File: config.mk
export PLATFORM = sky130hd
export DESIGN_NAME = pmic_supervisor
export DESIGN_NICKNAME = d
export VERILOG_FILES = /design/src/pmic_supervisor_pkg.sv /design/src/pmic_supervisor.sv
export SDC_FILE = /design/constraint.sdc
export NUM_CORES = 1
export LEC_CHECK = 0
export ABC_AREA = 1
export BUFFER_PORTS_ARGS = -buffer_cell sky130_fd_sc_hd__buf_2
export CAP_MARGIN = 20
export CORE_AREA = 2 2 141 198
export CTS_BUF_LIST = sky130_fd_sc_hd__clkbuf_16
export DETAILED_ROUTE_END_ITERATION = 8
export DIE_AREA = 0 0 143 200
export PLACE_DENSITY = 0.64
export SYNTH_ARGS = -nofsm -noshare
export SYNTH_HDL_FRONTEND = slang
export SYNTH_SLANG_ARGS = --single-unit
File: constraint.sdc
create_clock -name CLOCK_IN -period 3.6 [get_ports CLOCK_IN]
set_input_delay 0.36 -clock CLOCK_IN [delete_from_list [all_inputs] [get_ports CLOCK_IN]]
set_output_delay 0.36 -clock CLOCK_IN [all_outputs]
set_load 0.1 [all_outputs]
File: src/pmic_supervisor_pkg.sv
/*
  Shared constants for the camera power supervisor: timing counts, the
  bit positions of the synchronised input vector and the sequencing table.
  Assumes a 25 MHz internal oscillator as the only clock.
*/
package pmic_supervisor_pkg;

  localparam int unsigned NUM_RAILS = 4;
  localparam int unsigned CLK_PERIOD_NS = 40;
  localparam int unsigned TIMER_W = 17;

  // off time of a hiccup, continuous loss of regulation, one soft-start step
  localparam int unsigned HICCUP_NS = 3_200_000;
  localparam int unsigned REGLOSS_NS = 100_000;
  localparam int unsigned SS_STEP_NS = 500_000;
  localparam int unsigned HICCUP_CYCLES = HICCUP_NS / CLK_PERIOD_NS;
  localparam int unsigned REGLOSS_CYCLES = REGLOSS_NS / CLK_PERIOD_NS;
  localparam int unsigned SS_STEP_CYCLES = SS_STEP_NS / CLK_PERIOD_NS;
  localparam logic [11:0] REGLOSS_LAST = 12'(REGLOSS_CYCLES - 1);

  // overcurrent: clamp seen on this many consecutive switching cycles
  localparam logic [1:0] OC_CLAMP_CYCLES = 2'h2;

  // spread spectrum: one step per 512 switching cycles, code 0..10, centre 5
  localparam logic [8:0] SPREAD_LAST = 9'h1FF;
  localparam logic [3:0] SPREAD_MAX = 4'hA;
  localparam logic [3:0] SPREAD_CENTRE = 4'h5;

  // order codes 0..5 are valid; per code, slot0..slot3 channel indices
  localparam logic [2:0] ORDER_LAST = 3'h5;
  localparam logic [47:0] ORDER_TABLE = {8'h6C, 8'h78, 8'hD8, 8'hE4, 8'hB4, 8'h9C};

  // bit positions inside the synchronised input vector
  localparam int unsigned P_OV = 0;
  localparam int unsigned P_UV = 4;
  localparam int unsigned P_LOSS = 8;
  localparam int unsigned P_WIN = 12;
  localparam int unsigned P_PEAK = 16;
  localparam int unsigned P_VALLEY = 20;
  localparam int unsigned P_CLAMP = 24;
  localparam int unsigned P_SUP = 28;
  localparam int unsigned P_ENHI = 29;
  localparam int unsigned P_ENLO = 30;
  localparam int unsigned P_ENFLT = 31;
  localparam int unsigned P_SOVP = 32;
  localparam int unsigned P_OT = 33;
  localparam int unsigned P_COOL = 34;
  localparam int unsigned P_TICK = 35;
  localparam int unsigned P_SST = 36;
  localparam int unsigned P_LATCH = 38;
  localparam int unsigned P_ORD = 39;
  localparam int unsigned P_VSEL = 42;
  localparam int unsigned P_PGSEL = 46;
  localparam int unsigned SYNC_W = 47;

  typedef enum logic [2:0] {ST_OFF, ST_SAMPLE, ST_RAMP, ST_ON, ST_HICCUP, ST_LATCHED} sup_state_t;

endpackage

File: src/pmic_supervisor.sv
/*
  Supervisor logic of a four-rail camera power IC: enable qualification,
  sequenced soft-start, fault detection, hiccup or latch-off, discharge,
  rails-good output, spread-spectrum stepping and thermal shutdown.
  Assumes every analog indication and strap arrives asynchronously and is
  a clean comparator level; rail 0 is the first converter, 3 the linear rail.
*/
// Functional notes
// RULE1: enable only with supply above 3.8V and enable above 1.2V.
// RULE2: disable when supply drops or enable falls below 1.1V.
// RULE3: a floating enable pin counts as asserted.
// RULE4: soft-start length is 0.5, 1, 1.5 or 2 ms by trim.
// RULE5: trim chooses hiccup restart or permanent latch-off on faults.
// RULE6: 100 us continuous regulation loss stops switching; retry after 3.2 ms.
// RULE7: rail overvoltage shuts all rails for hiccup, then latched sequence restarts.
// RULE8: rail undervoltage shuts all rails for hiccup, then latched sequence restarts.
// RULE9: discharge paths active during a hiccup off period.
// RULE10: peak current turns high side off, low side on, until valley clears.
// RULE11: clamp on consecutive settled cycles flags overcurrent and enters hiccup.
// RULE12: rails good high only when on, all windows good, no fault.
// RULE13: rails good low on window loss, rail fault, overtemperature, supply overvoltage.
// RULE14: rails good high level selectable between 3.3V and 1.8V.
// RULE15: hiccup mode turns all channels off 3.2 ms, then resequences.
// RULE16: latch-off mode keeps channels off until supply or enable reset.
// RULE17: only protection faults trigger hiccup or latch; window loss only affects rails good.
// RULE18: a channel's discharge path is on whenever that channel is disabled.
// RULE19: soft-start ramps from zero and hands over to the fixed reference.
// RULE20: spread spectrum steps frequency within five percent every 512 switching cycles.
// RULE21: overtemperature at 170C disables all channels and enters hiccup or latch.
// RULE22: after thermal shutdown restart only when below 150C and hiccup done.
// RULE23: first converter always starts first, others follow the order select.
// RULE24: order and voltage selects sampled once at power-on and held.
// RULE25: out-of-range order select keeps channels two to four disabled.
// RULE26: power-off or hiccup or latch turns all channels off together.
// RULE27: durations counted on the oscillator; analog indications synchronised first.
// RULE28: next channel enabled only after current soft-start completes.
`timescale 1ns/100ps
module pmic_supervisor
  import pmic_supervisor_pkg::*;
#(
  parameter int unsigned HICCUP_CNT = HICCUP_CYCLES,
  parameter int unsigned SS_STEP_CNT = SS_STEP_CYCLES
) (
  // clock and reset
  input wire logic CLOCK_IN,
  input wire logic RST_B_IN,
  // supply, enable and temperature comparators
  input wire logic SUPPLY_ABOVE_UVLO_IN,
  input wire logic ENABLE_ABOVE_RISE_IN,
  input wire logic ENABLE_BELOW_FALL_IN,
  input wire logic ENABLE_FLOATING_IN,
  input wire logic SUPPLY_OVERVOLT_IN,
  input wire logic OVERTEMP_IN,
  input wire logic TEMP_COOLED_IN,
  // per-rail analog indications, bit 0 is the first converter
  input wire logic [3:0] RAIL_OVERVOLT_IN,
  input wire logic [3:0] RAIL_UNDERVOLT_IN,
  input wire logic [3:0] RAIL_REG_LOSS_IN,
  input wire logic [3:0] RAIL_IN_WINDOW_IN,
  input wire logic [3:0] PEAK_LIMIT_IN,
  input wire logic [3:0] VALLEY_LIMIT_IN,
  input wire logic [3:0] AMP_CLAMP_HIGH_IN,
  input wire logic SWITCH_CLOCK_IN,
  // trims and straps
  input wire logic [1:0] SOFTSTART_TRIM_IN,
  input wire logic LATCH_OFF_TRIM_IN,
  input wire logic [2:0] ORDER_SELECT_IN,
  input wire logic [3:0] VOLTAGE_SELECT_IN,
  input wire logic GOOD_LEVEL_SELECT_IN,
  // rail control
  output logic [3:0] RAIL_ENABLE_OUT,
  output logic [3:0] DISCHARGE_OUT,
  output logic [3:0] REF_HANDOVER_OUT,
  output logic [3:0] HIGH_SIDE_SWITCH_OUT,
  output logic [3:0] LOW_SIDE_SWITCH_OUT,
  output logic [3:0] VOLTAGE_CODE_OUT,
  output logic [3:0] SPREAD_SPECTRUM_OUT,
  // status
  output logic RAILS_GOOD_OUTPUT_OUT,
  output logic GOOD_LEVEL_3V3_OUT,
  output logic HICCUP_ACTIVE_OUT,
  output logic LATCHED_OFF_OUT
);

  ////////////////////////////////////////////////////////////////////////////
  // three-stage synchronisers; a change counts once stages two and three agree
  logic [SYNC_W-1:0] raw, s1, s2, s3, filt, next_filt;
  assign raw = {GOOD_LEVEL_SELECT_IN, VOLTAGE_SELECT_IN, ORDER_SELECT_IN, LATCH_OFF_TRIM_IN,
                SOFTSTART_TRIM_IN, SWITCH_CLOCK_IN, TEMP_COOLED_IN, OVERTEMP_IN, SUPPLY_OVERVOLT_IN,
                ENABLE_FLOATING_IN, ENABLE_BELOW_FALL_IN, ENABLE_ABOVE_RISE_IN, SUPPLY_ABOVE_UVLO_IN,
                AMP_CLAMP_HIGH_IN, VALLEY_LIMIT_IN, PEAK_LIMIT_IN, RAIL_IN_WINDOW_IN,
                RAIL_REG_LOSS_IN, RAIL_UNDERVOLT_IN, RAIL_OVERVOLT_IN};

  genvar b;
  generate
    for (b = 0; b < SYNC_W; b++) begin : g_sync
      // RULE27: synchronise analog
      assign next_filt[b] = (s2[b] == s3[b]) ? s3[b] : filt[b];
    end
  endgenerate

  always_ff @(posedge CLOCK_IN or negedge RST_B_IN) begin
    if (!RST_B_IN) begin
      s1 <= '0;
      s2 <= '0;
      s3 <= '0;
      filt <= '0;
    end else begin
      s1 <= raw;
      s2 <= s1;
      s3 <= s2;
      filt <= next_filt;
    end
  end

  wire [3:0] ov = filt[P_OV +: 4];
  wire [3:0] uv = filt[P_UV +: 4];
  wire [3:0] loss = filt[P_LOSS +: 4];
  wire [3:0] win = filt[P_WIN +: 4];
  wire [3:0] peak = filt[P_PEAK +: 4];
  wire [3:0] valley = filt[P_VALLEY +: 4];
  wire [3:0] clamp = filt[P_CLAMP +: 4];
  wire sup_ok = filt[P_SUP];
  wire sup_ovp = filt[P_SOVP];
  wire hot = filt[P_OT];
  wire cool = filt[P_COOL];

  ////////////////////////////////////////////////////////////////////////////
  // enable qualification with hysteresis
  logic en_on, tick_prev;
  // RULE3: floating counts asserted
  wire next_en_on = (filt[P_ENHI] | filt[P_ENFLT]) ? 1'b1 : ((filt[P_ENLO]) ? 1'b0 : en_on);
  // RULE1: both thresholds met
  // RULE2: either one drops
  wire power_ok = sup_ok & en_on;
  wire tick = filt[P_TICK] & ~tick_prev;

  ////////////////////////////////////////////////////////////////////////////
  // latched selections and sequencing
  sup_state_t state, next_state;
  logic [1:0] slot, next_slot, sst_q;
  logic [2:0] order_q;
  logic latch_q, thermal_trip;
  logic [TIMER_W-1:0] ss_cnt, hic_cnt;
  logic [3:0] rail_en, handover, hs, loss_fault, oc;

  wire order_bad = order_q > ORDER_LAST;
  wire [7:0] order_map = ORDER_TABLE[{order_q, 3'h0} +: 8];
  wire [1:0] chan = order_bad ? 2'h0 : order_map[{slot, 1'b0} +: 2];
  wire [1:0] next_chan = order_bad ? 2'h0 : order_map[{next_slot, 1'b0} +: 2];
  // RULE4: trimmed soft-start length
  wire [TIMER_W-1:0] ss_last = TIMER_W'((32'(sst_q) + 32'h1) * SS_STEP_CNT - 32'h1);
  wire ss_done = (state == ST_RAMP) && (ss_cnt == ss_last);
  wire hic_done = hic_cnt == TIMER_W'(HICCUP_CNT - 1);
  wire running = (state == ST_RAMP) || (state == ST_ON);
  // RULE17: protection faults only
  wire prot_fault = running && ((|(rail_en & (ov | uv | oc | loss_fault))) || sup_ovp || hot);
  wire fault_state_hiccup = !latch_q;

  always_comb begin
    next_state = state;
    next_slot = slot;
    unique case (state)
      ST_OFF: begin
        if (power_ok) begin
          next_state = ST_SAMPLE;
        end
      end
      ST_SAMPLE: begin
        next_state = ST_RAMP;
        next_slot = 2'h0;
      end
      ST_RAMP, ST_ON: begin
        // RULE5: hiccup or latch
        // RULE21: overtemperature trips
        if (prot_fault) begin
          next_state = fault_state_hiccup ? ST_HICCUP : ST_LATCHED;
        end else if (ss_done) begin
          // RULE28: advance after soft-start
          // RULE25: bad order stops at channel one
          if (slot == 2'h3 || order_bad) begin
            next_state = ST_ON;
          end else begin
            next_slot = slot + 2'h1;
          end
        end
      end
      ST_HICCUP: begin
        // RULE22: wait for cool and timer
        // RULE7: restart from latched order
        // RULE8: undervoltage restarts too
        if (hic_done && (!thermal_trip || cool)) begin
          next_state = ST_RAMP;
          next_slot = 2'h0;
        end
      end
      ST_LATCHED: begin
        next_state = ST_LATCHED;
      end
    endcase
    // RULE16: only supply or enable loss (power_ok low) leaves latch
    if (!power_ok) begin
      next_state = ST_OFF;
    end
  end

  // RULE26: all off together
  // RULE23: first converter starts first
  wire next_running = (next_state == ST_RAMP) || (next_state == ST_ON);
  wire [3:0] chan_bit = 4'h1 << next_chan;
  wire [3:0] next_rail_en = !next_running ? 4'h0
                          : (rail_en | ((next_state == ST_RAMP) ? chan_bit : 4'h0));
  // RULE19: ramp then hand over
  wire [3:0] done_bit = ss_done ? (4'h1 << chan) : 4'h0;
  wire [3:0] next_handover = next_rail_en & (handover | done_bit);
  wire next_ss_restart = (next_state != ST_RAMP) || (next_slot != slot) || (state != ST_RAMP);

  always_ff @(posedge CLOCK_IN or negedge RST_B_IN) begin
    if (!RST_B_IN) begin
      state <= ST_OFF;
      slot <= 2'h0;
      en_on <= 1'b0;
      tick_prev <= 1'b0;
      ss_cnt <= '0;
      hic_cnt <= '0;
      rail_en <= 4'h0;
      handover <= 4'h0;
    end else begin
      state <= next_state;
      slot <= next_slot;
      en_on <= next_en_on;
      tick_prev <= filt[P_TICK];
      ss_cnt <= next_ss_restart ? '0 : ss_cnt + 1'b1;
      // RULE15: 3.2 ms off time
      hic_cnt <= (state != ST_HICCUP) ? '0 : (hic_done ? hic_cnt : hic_cnt + 1'b1);
      rail_en <= next_rail_en;
      handover <= next_handover;
    end
  end

  // RULE24: sample selects once
  always_ff @(posedge CLOCK_IN or negedge RST_B_IN) begin
    if (!RST_B_IN) begin
      order_q <= 3'h0;
      sst_q <= 2'h0;
      latch_q <= 1'b0;
      VOLTAGE_CODE_OUT <= 4'h0;
    end else if (state == ST_SAMPLE) begin
      order_q <= filt[P_ORD +: 3];
      sst_q <= filt[P_SST +: 2];
      latch_q <= filt[P_LATCH];
      VOLTAGE_CODE_OUT <= filt[P_VSEL +: 4];
    end
  end

  // set wins, but prot_fault needs running: hot in the cycle the hiccup ends does not set it
  always_ff @(posedge CLOCK_IN or negedge RST_B_IN) begin
    if (!RST_B_IN) begin
      thermal_trip <= 1'b0;
    end else if (prot_fault && hot) begin
      thermal_trip <= 1'b1;
    end else if (next_running || state == ST_OFF) begin
      thermal_trip <= 1'b0;
    end
  end

  ////////////////////////////////////////////////////////////////////////////
  // per-rail protection and switch control
  genvar r;
  generate
    for (r = 0; r < NUM_RAILS; r++) begin : g_rail
      logic [11:0] loss_cnt;
      logic [1:0] clamp_cnt;
      // RULE6: 100 us continuous loss
      assign loss_fault[r] = loss[r] && (loss_cnt == REGLOSS_LAST);
      // RULE11: consecutive settled clamps
      assign oc[r] = clamp_cnt >= OC_CLAMP_CYCLES;
      // RULE10: peak off, wait valley
      wire next_hs = next_rail_en[r] & ~peak[r] & (hs[r] | ~valley[r]);
      always_ff @(posedge CLOCK_IN or negedge RST_B_IN) begin
        if (!RST_B_IN) begin
          loss_cnt <= 12'h0;
          clamp_cnt <= 2'h0;
          hs[r] <= 1'b0;
          LOW_SIDE_SWITCH_OUT[r] <= 1'b0;
        end else begin
          loss_cnt <= (rail_en[r] && handover[r] && loss[r] && !loss_fault[r]) ? loss_cnt + 12'h1
                    : (loss[r] && loss_fault[r]) ? loss_cnt : 12'h0;
          if (!handover[r]) begin
            clamp_cnt <= 2'h0;
          end else if (tick) begin
            clamp_cnt <= !clamp[r] ? 2'h0 : (oc[r] ? clamp_cnt : clamp_cnt + 2'h1);
          end
          hs[r] <= next_hs;
          LOW_SIDE_SWITCH_OUT[r] <= next_rail_en[r] & ~next_hs;
        end
      end
    end
  endgenerate

  ////////////////////////////////////////////////////////////////////////////
  // spread spectrum, rails good and status outputs
  logic [8:0] spread_cnt;
  logic spread_up;
  wire spread_step = tick && (spread_cnt == SPREAD_LAST);

  always_ff @(posedge CLOCK_IN or negedge RST_B_IN) begin
    if (!RST_B_IN) begin
      spread_cnt <= 9'h0;
      spread_up <= 1'b1;
      SPREAD_SPECTRUM_OUT <= SPREAD_CENTRE;
    end else if (!running) begin
      spread_cnt <= 9'h0;
      spread_up <= 1'b1;
      SPREAD_SPECTRUM_OUT <= SPREAD_CENTRE;
    end else begin
      // RULE20: step every 512 cycles
      spread_cnt <= tick ? spread_cnt + 9'h1 : spread_cnt;
      if (spread_step) begin
        SPREAD_SPECTRUM_OUT <= spread_up ? SPREAD_SPECTRUM_OUT + 4'h1 : SPREAD_SPECTRUM_OUT - 4'h1;
        spread_up <= spread_up ? (SPREAD_SPECTRUM_OUT + 4'h1 < SPREAD_MAX) : (SPREAD_SPECTRUM_OUT == 4'h1);
      end
    end
  end

  // RULE12: on, windows good, no fault
  // RULE13: any fault drops it
  wire next_good = (next_state == ST_ON) && (state == ST_ON) && (&win) && !prot_fault;

  always_ff @(posedge CLOCK_IN or negedge RST_B_IN) begin
    if (!RST_B_IN) begin
      RAILS_GOOD_OUTPUT_OUT <= 1'b0;
      GOOD_LEVEL_3V3_OUT <= 1'b0;
      DISCHARGE_OUT <= 4'hF;
      HICCUP_ACTIVE_OUT <= 1'b0;
      LATCHED_OFF_OUT <= 1'b0;
    end else begin
      RAILS_GOOD_OUTPUT_OUT <= next_good;
      // RULE14: good level select
      GOOD_LEVEL_3V3_OUT <= filt[P_PGSEL];
      // RULE18: discharge when disabled
      // RULE9: covers hiccup off time
      DISCHARGE_OUT <= ~next_rail_en;
      HICCUP_ACTIVE_OUT <= next_state == ST_HICCUP;
      LATCHED_OFF_OUT <= next_state == ST_LATCHED;
    end
  end

  assign RAIL_ENABLE_OUT = rail_en;
  assign REF_HANDOVER_OUT = handover;
  assign HIGH_SIDE_SWITCH_OUT = hs;
endmodule

==> impl_metrics.env, run 1 <==
export IMPL_route_antenna_remaining_nets=0
export IMPL_hp_class="reg2reg"
export IMPL_postSynthAreaPerCell_um2=10.2
export IMPL_clk_pin_slew_ns=0.07
export IMPL_synth_yosys_seq_area_share_pct=63.2
export IMPL_routedWlPerCell_um=13.7
export IMPL_synth_area_mm2=0.0132
export IMPL_regArea_mm2=0.00837
export IMPL_yosysMostFrequentCell="dfrtp_1"
export IMPL_io_pins=81
export IMPL_grt_max_degree=107
export IMPL_power_density_mw_per_mm2=572
export IMPL_clk_insertion_delay_late_ns=0.58
export IMPL_die_area_mm2=0.0286
export IMPL_worstSetupPathType="reg2reg"
export IMPL_firstDrtPassIters=5
export IMPL_slew_headroom_pct=46.4
export IMPL_grt_pass1_vias=9278
export IMPL_cts_max_level=1
export IMPL_fin_nets=1550
export IMPL_grt_overflow=0
export IMPL_die_w_um=143
export IMPL_synth_top_area_share_pct=61.8
export IMPL_fill_cells=2238
export IMPL_cp_arrival_ns=3.73
export IMPL_worst_slew_pin_slew_ns=0.804
export IMPL_clock_sinks=334
export IMPL_grt_pass1_wl_um=44000
export IMPL_yosys_warnings=0
export IMPL_dpl_worst_slack_ns=0.167
export IMPL_leakagePower_nw=7.37
export IMPL_synth_edff_count=0
export IMPL_core_mm2=0.0267
export IMPL_drc=0
export IMPL_multi_input_comb_area_mm2=0.00417
export IMPL_core_rowCount=71
export IMPL_post_synth_top_area_cell="dfrtp_1"
export IMPL_critPathLaunchType="flop"
export IMPL_p_seq_share_pct=45.5
export IMPL_ir_drop_uv=460
export IMPL_maxClockFrequency_mhz=311
export IMPL_dp_hpwl_um=17700
export IMPL_cp_required_ns=4.12
export IMPL_slowest_stage="dfrtp_2"
export IMPL_antenna_found_initial=0
export IMPL_wirelength_um=25500
export IMPL_drt_iter0_drc=422
export IMPL_switchingPower_mw=2.59
export IMPL_final_setup_worst_slack_ns=0.388
export IMPL_combinationalPowerShare_pct=16.8
export IMPL_cp_max_fo=6
export IMPL_p_clk_share_pct=37.7
export IMPL_synth_cell_type_count=46
export IMPL_synth_ff_latch_count=334
export IMPL_slew_violations=0
export IMPL_cts_root_buf="clkbuf_16"
export IMPL_syn_nets=1374
export IMPL_setup_viol=0
export IMPL_crit_top_cell="nand2_1"
export IMPL_hold_viol=0
export IMPL_skew_ns=0.0210
export IMPL_outcome="finished clean"
export IMPL_crit_path_end_kind="flop"
export IMPL_vias_per_cell=4.90
export IMPL_fin_util_pct=59.3
export IMPL_fin_crit_sh_pct=89.2
export IMPL_async_reset_ff_share_pct=100
export IMPL_via_count=9127
export IMPL_start_util_pct=49.5
export IMPL_portBuffers=80
export IMPL_finalWeightedCongestion=0.851
export IMPL_die_h_um=200
export IMPL_synthFlopType="dfrtp_1"
export IMPL_drv_cap=0
export IMPL_grt_use_total_pct=18.9
export IMPL_antenna_cells=0
export IMPL_drive_gt1_share_pct=13.4
export IMPL_min_period_ns=3.21
export IMPL_switching_share_pct=28.6
export IMPL_p_int_mw=6.48
export IMPL_syn_to_final_growth_pct=19.7
export IMPL_cts_buffers=31
export IMPL_synth_commonest_cells="327 x dfrtp_1, 240 x nand2_1, 178 x inv_1"
export IMPL_synthTopCellsByArea="dfrtp_1 62%, nand2_1 6.8%, inv_1 5.0%, maj3_1 3.6%, nor2_1 3.4%"
export IMPL_cts_tree="built"
export IMPL_crit_path_max_incr_delay_ns=0.43
export IMPL_syn_inst=1296
export IMPL_clk_path_buf_depth=3
-- logic make-up (layout without fill, tap and decap cells) --
group / after synthesis / count (layout) / synth area share (%)
AND/OR/NAND/NOR: 528 / 528 / 17.5
flip-flops: 334 / 334 / 63.2
buffers and inverters: 196 / 396 / 5.60
AO/OA/AOI/OAI: 141 / 141 / 5.98
adder cells (fa/ha/maj): 76 / 76 / 6.29
XOR/XNOR: 19 / 19 / 1.26
multiplexers: 2 / 2 / 0.170
-- registers in the layout (all words and copies together) (netlist names), 2 cells and up --
name	flops
DISCHARGE_OUT	4
HIGH_SIDE_SWITCH_OUT	4
RAIL_ENABLE_OUT	4
SPREAD_SPECTRUM_OUT	4
g_rail.loss_cnt	48
s3	47
order_q	3
spread_cnt	9
s2	47
slot	2
ss_cnt	17
LOW_SIDE_SWITCH_OUT	4
g_rail.clamp_cnt	8
REF_HANDOVER_OUT	4
state	3
VOLTAGE_CODE_OUT	4
s1	47
sst_q	2
filt	47
hic_cnt	17
-- final timing paths --
kind / slack [ns] / startpoint / cells after the start / endpoint
max reg2reg: 0.39 / sst_q[1] / 25 / LOW_SIDE_SWITCH_OUT[1]
min: 0.34 / s1[46] / 0 / s2[46]
max: 0.39 / sst_q[1] / 25 / LOW_SIDE_SWITCH_OUT[1]
max in group asynchronous: 2.18 / RST_B_IN / 4 / g_rail[3].loss_cnt[4]
min in group asynchronous: 0.44 / RST_B_IN / 2 / g_rail[3].loss_cnt[3]
min reg2reg: 0.34 / s1[46] / 0 / s2[46]
-- metrics by stage --
stage / hold WS (ns) / std cells / instance area, um2 / TNS (ns) / power (mW)
2_1_floorplan: 0.0644 / 1296 / 13200 / 0 / 5.18
3_3_place_gp: 0.331 / 1752 / 14200 / 0 / 5.58
3_5_place_dp: 0.335 / 1752 / 14200 / 0 / 5.62
4_1_cts: 0.348 / 1857 / 15800 / 0 / 9.12
5_1_grt: 0.352 / 1861 / 15900 / -0.0171 / 9.55
6_report: 0.342 / 1861 / 15900 / 0 / 9.06
-- power groups by stage --
stage                     clock network, mW  logic, mW  registers (mW)
final                                  3.42       1.53            4.12
after global routing                   3.68       1.72            4.15
after CTS                              3.51       1.48            4.12
after detailed placement                  0       1.44            4.19
after global placement                    0       1.40            4.18
after floorplan                           0      0.836            4.35
-- routing by layer --
| metal | global-route usage (%) | part of all wire [%] |
|---|---|---|
| met5 | 0 | 0 |
| met4 | 6.82 | 3.3 |
| met3 | 2.70 | 3.2 |
| met2 | 32.7 | 50 |
| met1 | 24.4 | 44 |
-- placed cells by master, fill, tap and decap left out, types with 10 or more instances in the layout --
master	instances
dlygate4sd3_1	48
inv_1	182
nor2_2	12
maj3_1	47
nor3_1	39
nand2_1	235
nand3_1	70
ha_1	28
o21ai_0	64
nand4_1	11
clkinv_1	10
dfrtp_1	326
xor2_1	16
nor4_1	10
buf_2	79
buf_4	20
a21oi_1	43
clkbuf_16	31
nor2_1	120
-- critical path, delay by kind of cell (launching register included) --
kind / cells / cell delay (ns)
simple gates: 19 / 1.74
fa+ha+maj: 2 / 0.58
flops: 1 / 0.43
buf+inv: 4 / 0.39
-- final cells by class --
type / count / area share, %
timing repair buffer: 150 / 6.82
multi-input combinational: 766 / 26.3
clock buffer: 31 / 4.89
clock inverter: 26 / 1.85
sequential: 334 / 52.8
inverter: 189 / 4.49
tap: 365 / 2.88
-- what timing repair did --
item	CTS	global route
gates resized for setup	0	12
setup endpoints to repair	0	37
setup buffers	0	4
hold endpoints to repair	144	0
hold buffers	48	0
(Power assumes the default switching activity.)
==> run 2, diff against run 1 <==
- ABC_AREA: 1 -> default
- CELL_PAD_IN_SITES_DETAIL_PLACEMENT: default -> 0
- CELL_PAD_IN_SITES_GLOBAL_PLACEMENT: default -> 2
- CORE_AREA: 2 2 141 198 -> 2 2 178 180
- DIE_AREA: 0 0 143 200 -> 0 0 180 182
- PLACE_DENSITY: 0.64 -> 0.75
==> run 2 against run 1 <==
The flow now finishes with violations (negative setup slack). Global-route usage is 3.3 points lower. Area after synthesis is 3.3% lower. Clock skew is 0.00092 ns lower. Design area is 0.73% higher. Die area is 15% higher. Register-to-register slack worse by 0.72 ns. Largest power group unchanged.
==> impl_metrics.env, run 2 <==
export IMPL_outcome="complete, but fails checks"
export IMPL_violations="negative setup slack"
export IMPL_async_reset_ff_share_pct=100
export IMPL_syn_to_final_growth_pct=24.8
export IMPL_via_count=8061
export IMPL_maxClockFrequency_mhz=255
export IMPL_fin_crit_sh_pct=109
export IMPL_instances_no_fill=1659
export IMPL_slowest_stage="o41a_1"
export IMPL_cp_required_ns=4.06
export IMPL_synth_edff_count=0
export IMPL_start_util_pct=41.3
export IMPL_hp_class="reg2reg"
export IMPL_core_mm2=0.0310
export IMPL_final_cell_mix="326 x dfrtp_1, 109 x nor2_1, 79 x buf_2"
export IMPL_synth_area_mm2=0.0128
export IMPL_cts_tree="built"
export IMPL_drt_iter0_drc=463
export IMPL_synthFlopType="dfrtp_1"
export IMPL_power_density_mw_per_mm2=592
export IMPL_rsz0062_at_grt="yes"
export IMPL_post_synth_top_area_cell="dfrtp_1"
export IMPL_synth_cell_type_count=68
export IMPL_final_setup_worst_slack_ns=-0.329
export IMPL_cp_arrival_ns=4.39
export IMPL_synth_commonest_cells="327 x dfrtp_1, 110 x nor2_1, 66 x nand2_1"
export IMPL_portBuffers=80
export IMPL_drc=0
export IMPL_synthTopCellsByArea="dfrtp_1 64%, maj3_1 3.7%, xor2_1 3.5%, nor2_1 3.2%, ha_1 2.8%"
export IMPL_crit_path_cell_trace="inv_4 -> ha_4 -> xor2_2 -> inv_1 -> ha_4 -> xor2_2 -> or3_4 -> a2111oi_4 -> nand4bb_1 -> buf_6 -> o311ai_4 -> o211a_1 -> nor2_1 -> o22a_1 -> o41a_1 -> o21ba_1"
export IMPL_worstSetupPathType="reg2reg"
export IMPL_slew_violations=0
export IMPL_cp_num_buf_inv=3
export IMPL_setup_viol=25
export IMPL_place_inst=1533
export IMPL_worst_slew_pin_slew_ns=0.905
export IMPL_grt_pass1_vias=8081
export IMPL_die_w_um=180
export IMPL_fin_nets=1306
export IMPL_core_rowCount=65
export IMPL_hold_viol=0
export IMPL_syn_inst=1020
export IMPL_grt_pass1_wl_um=41900
export IMPL_clock_sinks=334
export IMPL_route_antenna_remaining_nets=0
export IMPL_skew_ns=0.0201
export IMPL_synth_top_area_share_pct=63.9
export IMPL_yosysMostFrequentCell="dfrtp_1"
export IMPL_synth_ff_latch_count=334
export IMPL_power_mw=9.46
export IMPL_cp_max_fo=5
export IMPL_slew_headroom_pct=39.6
export IMPL_die_area_mm2=0.0328
export IMPL_tns_ns=-5.26
export IMPL_critPathLaunchType="flop"
export IMPL_finalWeightedCongestion=0.785
export IMPL_grt_use_total_pct=15.6
export IMPL_leakagePower_nw=7.15
export IMPL_crit_path_max_incr_delay_ns=0.44
export IMPL_vias_per_cell=4.86
export IMPL_cts_max_level=2
export IMPL_firstDrtPassIters=4
export IMPL_yosys_warnings=0
export IMPL_path_delay_family="compound AO/OA/AOI/OAI gates"
export IMPL_grt_max_degree=112
export IMPL_routedWlPerCell_um=15.0
export IMPL_clk_insertion_delay_late_ns=0.52
export IMPL_antenna_cells=0
export IMPL_synth_yosys_seq_area_share_pct=65.4
export IMPL_cts_buffers=37
export IMPL_drv_cap=0
export IMPL_grt_overflow=0
export IMPL_die_h_um=182
export IMPL_drive_gt1_share_pct=18.8
export IMPL_syn_nets=1098
export IMPL_cts_root_buf="clkbuf_16"
export IMPL_final_common_cell="dfrtp_1"
export IMPL_antenna_found_initial=0
export IMPL_dp_hpwl_um=16400
export IMPL_io_pins=81
export IMPL_postSynthAreaPerCell_um2=12.5
export IMPL_wirelength_um=24800
export IMPL_crit_path_end_kind="flop"
export IMPL_largest_register="g_rail.loss_cnt"
export IMPL_largest_reg_flops=48
export IMPL_clk_pin_slew_ns=0.06
export IMPL_clk_path_buf_depth=3
export IMPL_min_period_ns=3.93
export IMPL_ir_drop_uv=478
[run 2: cell types whose count changed after synthesis, sizes merged, moves of 29 or more]
cell,change
nand3,-29
and3,+32
inv,-157
nand2,-179
xnor2,+29
xor2,+35
o21ai,-33
[run 2: final timing paths]
kind	start	endpoint	slack, ns	cells after the start
max in group asynchronous	RST_B_IN	s2[8]	2.19	3
hold reg to reg	s1[35]	s2[35]	0.34	0
setup reg to reg	sst_q[0]	LOW_SIDE_SWITCH_OUT[2]	-0.33	16
min in group asynchronous	RST_B_IN	hic_cnt[14]	0.49	2
setup / recovery	sst_q[0]	LOW_SIDE_SWITCH_OUT[2]	-0.33	16
hold / removal	s1[35]	s2[35]	0.34	0
[run 2: routing by layer]
layer | up-vias | routed length, um | track usage (%)
met5 | - | 0 | 0
met4 | 0 | 485 | 4.03
met3 | 33 | 862 | 2.87
met2 | 130 | 10500 | 22.8
met1 | 3914 | 12900 | 23.9
li1 | 3984 | - | -
[run 2: report_power, final]
part	internal [mW]	leakage, nW	total [mW]	switching [mW]
clock network	2.10	0.595	3.59	1.49
logic	0.719	2.38	1.71	0.992
registers	3.98	4.18	4.16	0.176
[run 2: repair_timing]
item | in CTS | in global routing
cloned | 0 | 2
setup buffers | 4 | 4
gates resized for setup | 9 | 17
hold buffers | 48 | 0
pin swaps | 7 | 7
endpoints found under the hold margin | 114 | 0
endpoints found under the setup margin | 29 | 37
[run 2: cell type report]
cell class / instances / area, um2
fillers: 2698 / 15000
repair buffers: 184 / 1380
flip-flops and latches: 334 / 8370
well taps: 402 / 503
clock inverters: 31 / 245
multi-input cells: 643 / 4440
clock buffers: 37 / 926
inverters: 28 / 108
[run 2: per-stage QoR]
stage	instance area [um2]	hold WS [ns]	utilization, %	setup WS (ns)
6_report	16000	0.341	51.5	-0.329
5_1_grt	16000	0.340	51.5	-0.567
4_1_cts	15800	0.340	51.1	-0.318
3_5_place_dp	14100	0.335	45.5	-0.352
3_3_place_gp	14100	0.332	45.5	-0.275
2_1_floorplan	12900	0.0644	-	-0.408
[run 2: kinds of logic (layout without fill, tap and decap cells)]
group	count (synthesis)	after routing	share of synthesized area, %
AO/OA/AOI/OAI	114	114	5.91
multiplexers	13	13	1.09
flip-flops	334	334	65.4
buffers and inverters	43	280	1.30
XOR/XNOR	84	84	5.86
adder cells (fa/ha/maj)	76	76	6.51
AND/OR/NAND/NOR	356	356	14.0
==> run 3, diff against run 2 <==
- ABC_AREA: default -> 1
- CORE_AREA: 2 2 178 180 -> 2 2 179 181
- DIE_AREA: 0 0 180 182 -> 0 0 181 183
- PLACE_DENSITY: 0.75 -> 0.81
- clock period: 3.6 -> 4.75 ns (I/O delays scaled with it)
==> run 3 against run 2 <==
The flow now finishes without violations. Non-clock buffer count fell by 98. Sequential share of layout area grew 2.0 points. Critical path depth grew 8. Cell count increased by 11%. Largest power group unchanged.
==> impl_metrics.env, run 3 (same netlist as run 1, synthesis figures left out) <==
export IMPL_cts_tree="built"
export IMPL_drive_gt1_share_pct=12.7
export IMPL_drc=0
export IMPL_skew_ns=0.0201
export IMPL_setup_viol=0
export IMPL_crit_path_end_kind="flop"
export IMPL_routedWlPerCell_um=14.4
export IMPL_slew_violations=0
export IMPL_clk_insertion_delay_late_ns=0.53
export IMPL_die_h_um=183
export IMPL_r2r_slack_ns=0.82
export IMPL_cp_arrival_ns=4.36
export IMPL_route_antenna_remaining_nets=0
export IMPL_drv_cap=0
export IMPL_firstDrtPassIters=5
export IMPL_core_rowCount=65
export IMPL_post_cts_resized=0
export IMPL_clk_pin_slew_ns=0.06
export IMPL_min_period_ns=3.93
export IMPL_fin_nets=1493
export IMPL_grt_pass1_wl_um=45500
export IMPL_leakagePower_nw=7.14
export IMPL_vias_per_cell=4.77
export IMPL_via_count=8793
export IMPL_postCtsHoldBufs=0
export IMPL_syn_to_final_growth_pct=16.1
export IMPL_final_common_cell="dfrtp_1"
export IMPL_grt_max_degree=110
export IMPL_wirelength_um=26600
export IMPL_final_cell_mix="327 x dfrtp_1, 240 x nand2_1, 185 x inv_1"
export IMPL_tns_ns=0
export IMPL_hold_viol=0
export IMPL_cts_root_buf="clkbuf_16"
export IMPL_largest_register="g_rail.loss_cnt"
export IMPL_grt_pass1_vias=8985
export IMPL_core_mm2=0.0312
export IMPL_fin_util_pct=49.2
export IMPL_worstSetupPathType="reg2reg"
export IMPL_post_cts_buffers=0
export IMPL_power_mw=6.94
export IMPL_outcome="finished clean"
export IMPL_rsz0062_at_grt="no"
export IMPL_largest_reg_flops=48
export IMPL_cp_required_ns=5.18
export IMPL_power_density_mw_per_mm2=452
export IMPL_final_cell_area_mm2=0.0154
export IMPL_slew_headroom_pct=42.5
export IMPL_grt_overflow=0
export IMPL_io_pins=81
export IMPL_clk_path_buf_depth=3
export IMPL_start_util_pct=42.4
export IMPL_drt_iter0_drc=329
export IMPL_critPathLaunchType="flop"
export IMPL_final_setup_worst_slack_ns=0.821
export IMPL_cts_max_level=2
export IMPL_portBuffers=80
export IMPL_antenna_found_initial=0
export IMPL_die_area_mm2=0.0331
export IMPL_die_w_um=181
export IMPL_fin_crit_sh_pct=82.7
export IMPL_cts_buffers=38
export IMPL_finalWeightedCongestion=0.786
export IMPL_instances_no_fill=1845
export IMPL_grt_use_total_pct=17.0
export IMPL_dp_hpwl_um=18600
export IMPL_cp_max_fo=17
export IMPL_hp_class="in2async"
export IMPL_holdWs_ns=0.0221
export IMPL_clock_sinks=334
export IMPL_placed_cell_area_mm2=0.0142
export IMPL_worst_slew_pin_slew_ns=0.863
export IMPL_maxClockFrequency_mhz=255
export IMPL_dpl_worst_slack_ns=0.848
export IMPL_place_inst=1777
export IMPL_antenna_cells=0
export IMPL_ir_drop_uv=283
[run 3: changes by cell type in the layout (fill, tap and decap cells not counted), sizes merged, moves of 14 or more]
cell,previous run,this run
o21ai,36,69
dlygate4sd3,48,0
nor2b,14,0
xnor2,32,3
buf,135,86
a21oi,26,43
nand2,66,245
nor2,110,134
nor3,15,39
xor2,51,16
and3,32,0
inv,38,194
nand3,46,75
[run 3: report_power, final]
| group | switching (mW) | internal, mW |
|---|---|---|
| Combinational | 0.749 | 0.303 |
| Sequential | 0.121 | 3.01 |
| Clock | 1.14 | 1.62 |
[run 3: layout make-up]
class                   instances  area (um2)
clock buffers                  38         951
clock inverters                30         233
fillers                      2921       15900
inverters                     189         709
multi-input cells             766        4130
flip-flops and latches        334        8370
well taps                     402         503
repair buffers                 86         480
[run 3: final timing paths]
path                       cells past startpoint                    end                from
min reg2reg                                    0                 s2[34]              s1[34]
max                                           24             ss_cnt[12]            sst_q[0]
min                                            1  g_rail[3].loss_cnt[3]            RST_B_IN
max reg2reg                                   24             ss_cnt[12]            sst_q[0]
min in group CLOCK_IN                          1                 s1[32]  SUPPLY_OVERVOLT_IN
max in group asynchronous                      2                  s3[9]            RST_B_IN
[run 3: critical path: stages (launching register included)]
cell and delay (ns):
dfrtp_1 0.53, inv_2 0.18, ha_1 0.53, clkinv_1 0.14
nand2_1 0.10, nand2_1 0.07, inv_1 0.06, ha_1 0.23
inv_1 0.08, nand4_1 0.12, o21ai_1 0.19, nand2_1 0.07
nand2_1 0.06, nand2_1 0.06, inv_2 0.06, nor2_4 0.05
inv_1 0.14, o21ai_1 0.08, nand3_1 0.07, nand2_1 0.05
nand2_1 0.10, nand2_1 0.08, nor2_1 0.13, o221ai_2 0.34
nor3b_1 0.29
[run 3: per-layer routing]
| metal | wire, um | global-route usage, % | part of all wire, % |
|---|---|---|---|
| met1 | 13200 | 24.5 | 50 |
| met2 | 11800 | 26.4 | 45 |
| met3 | 865 | 2.62 | 3.3 |
| met4 | 687 | 5.59 | 2.6 |
| met5 | 0 | 0 | 0 |
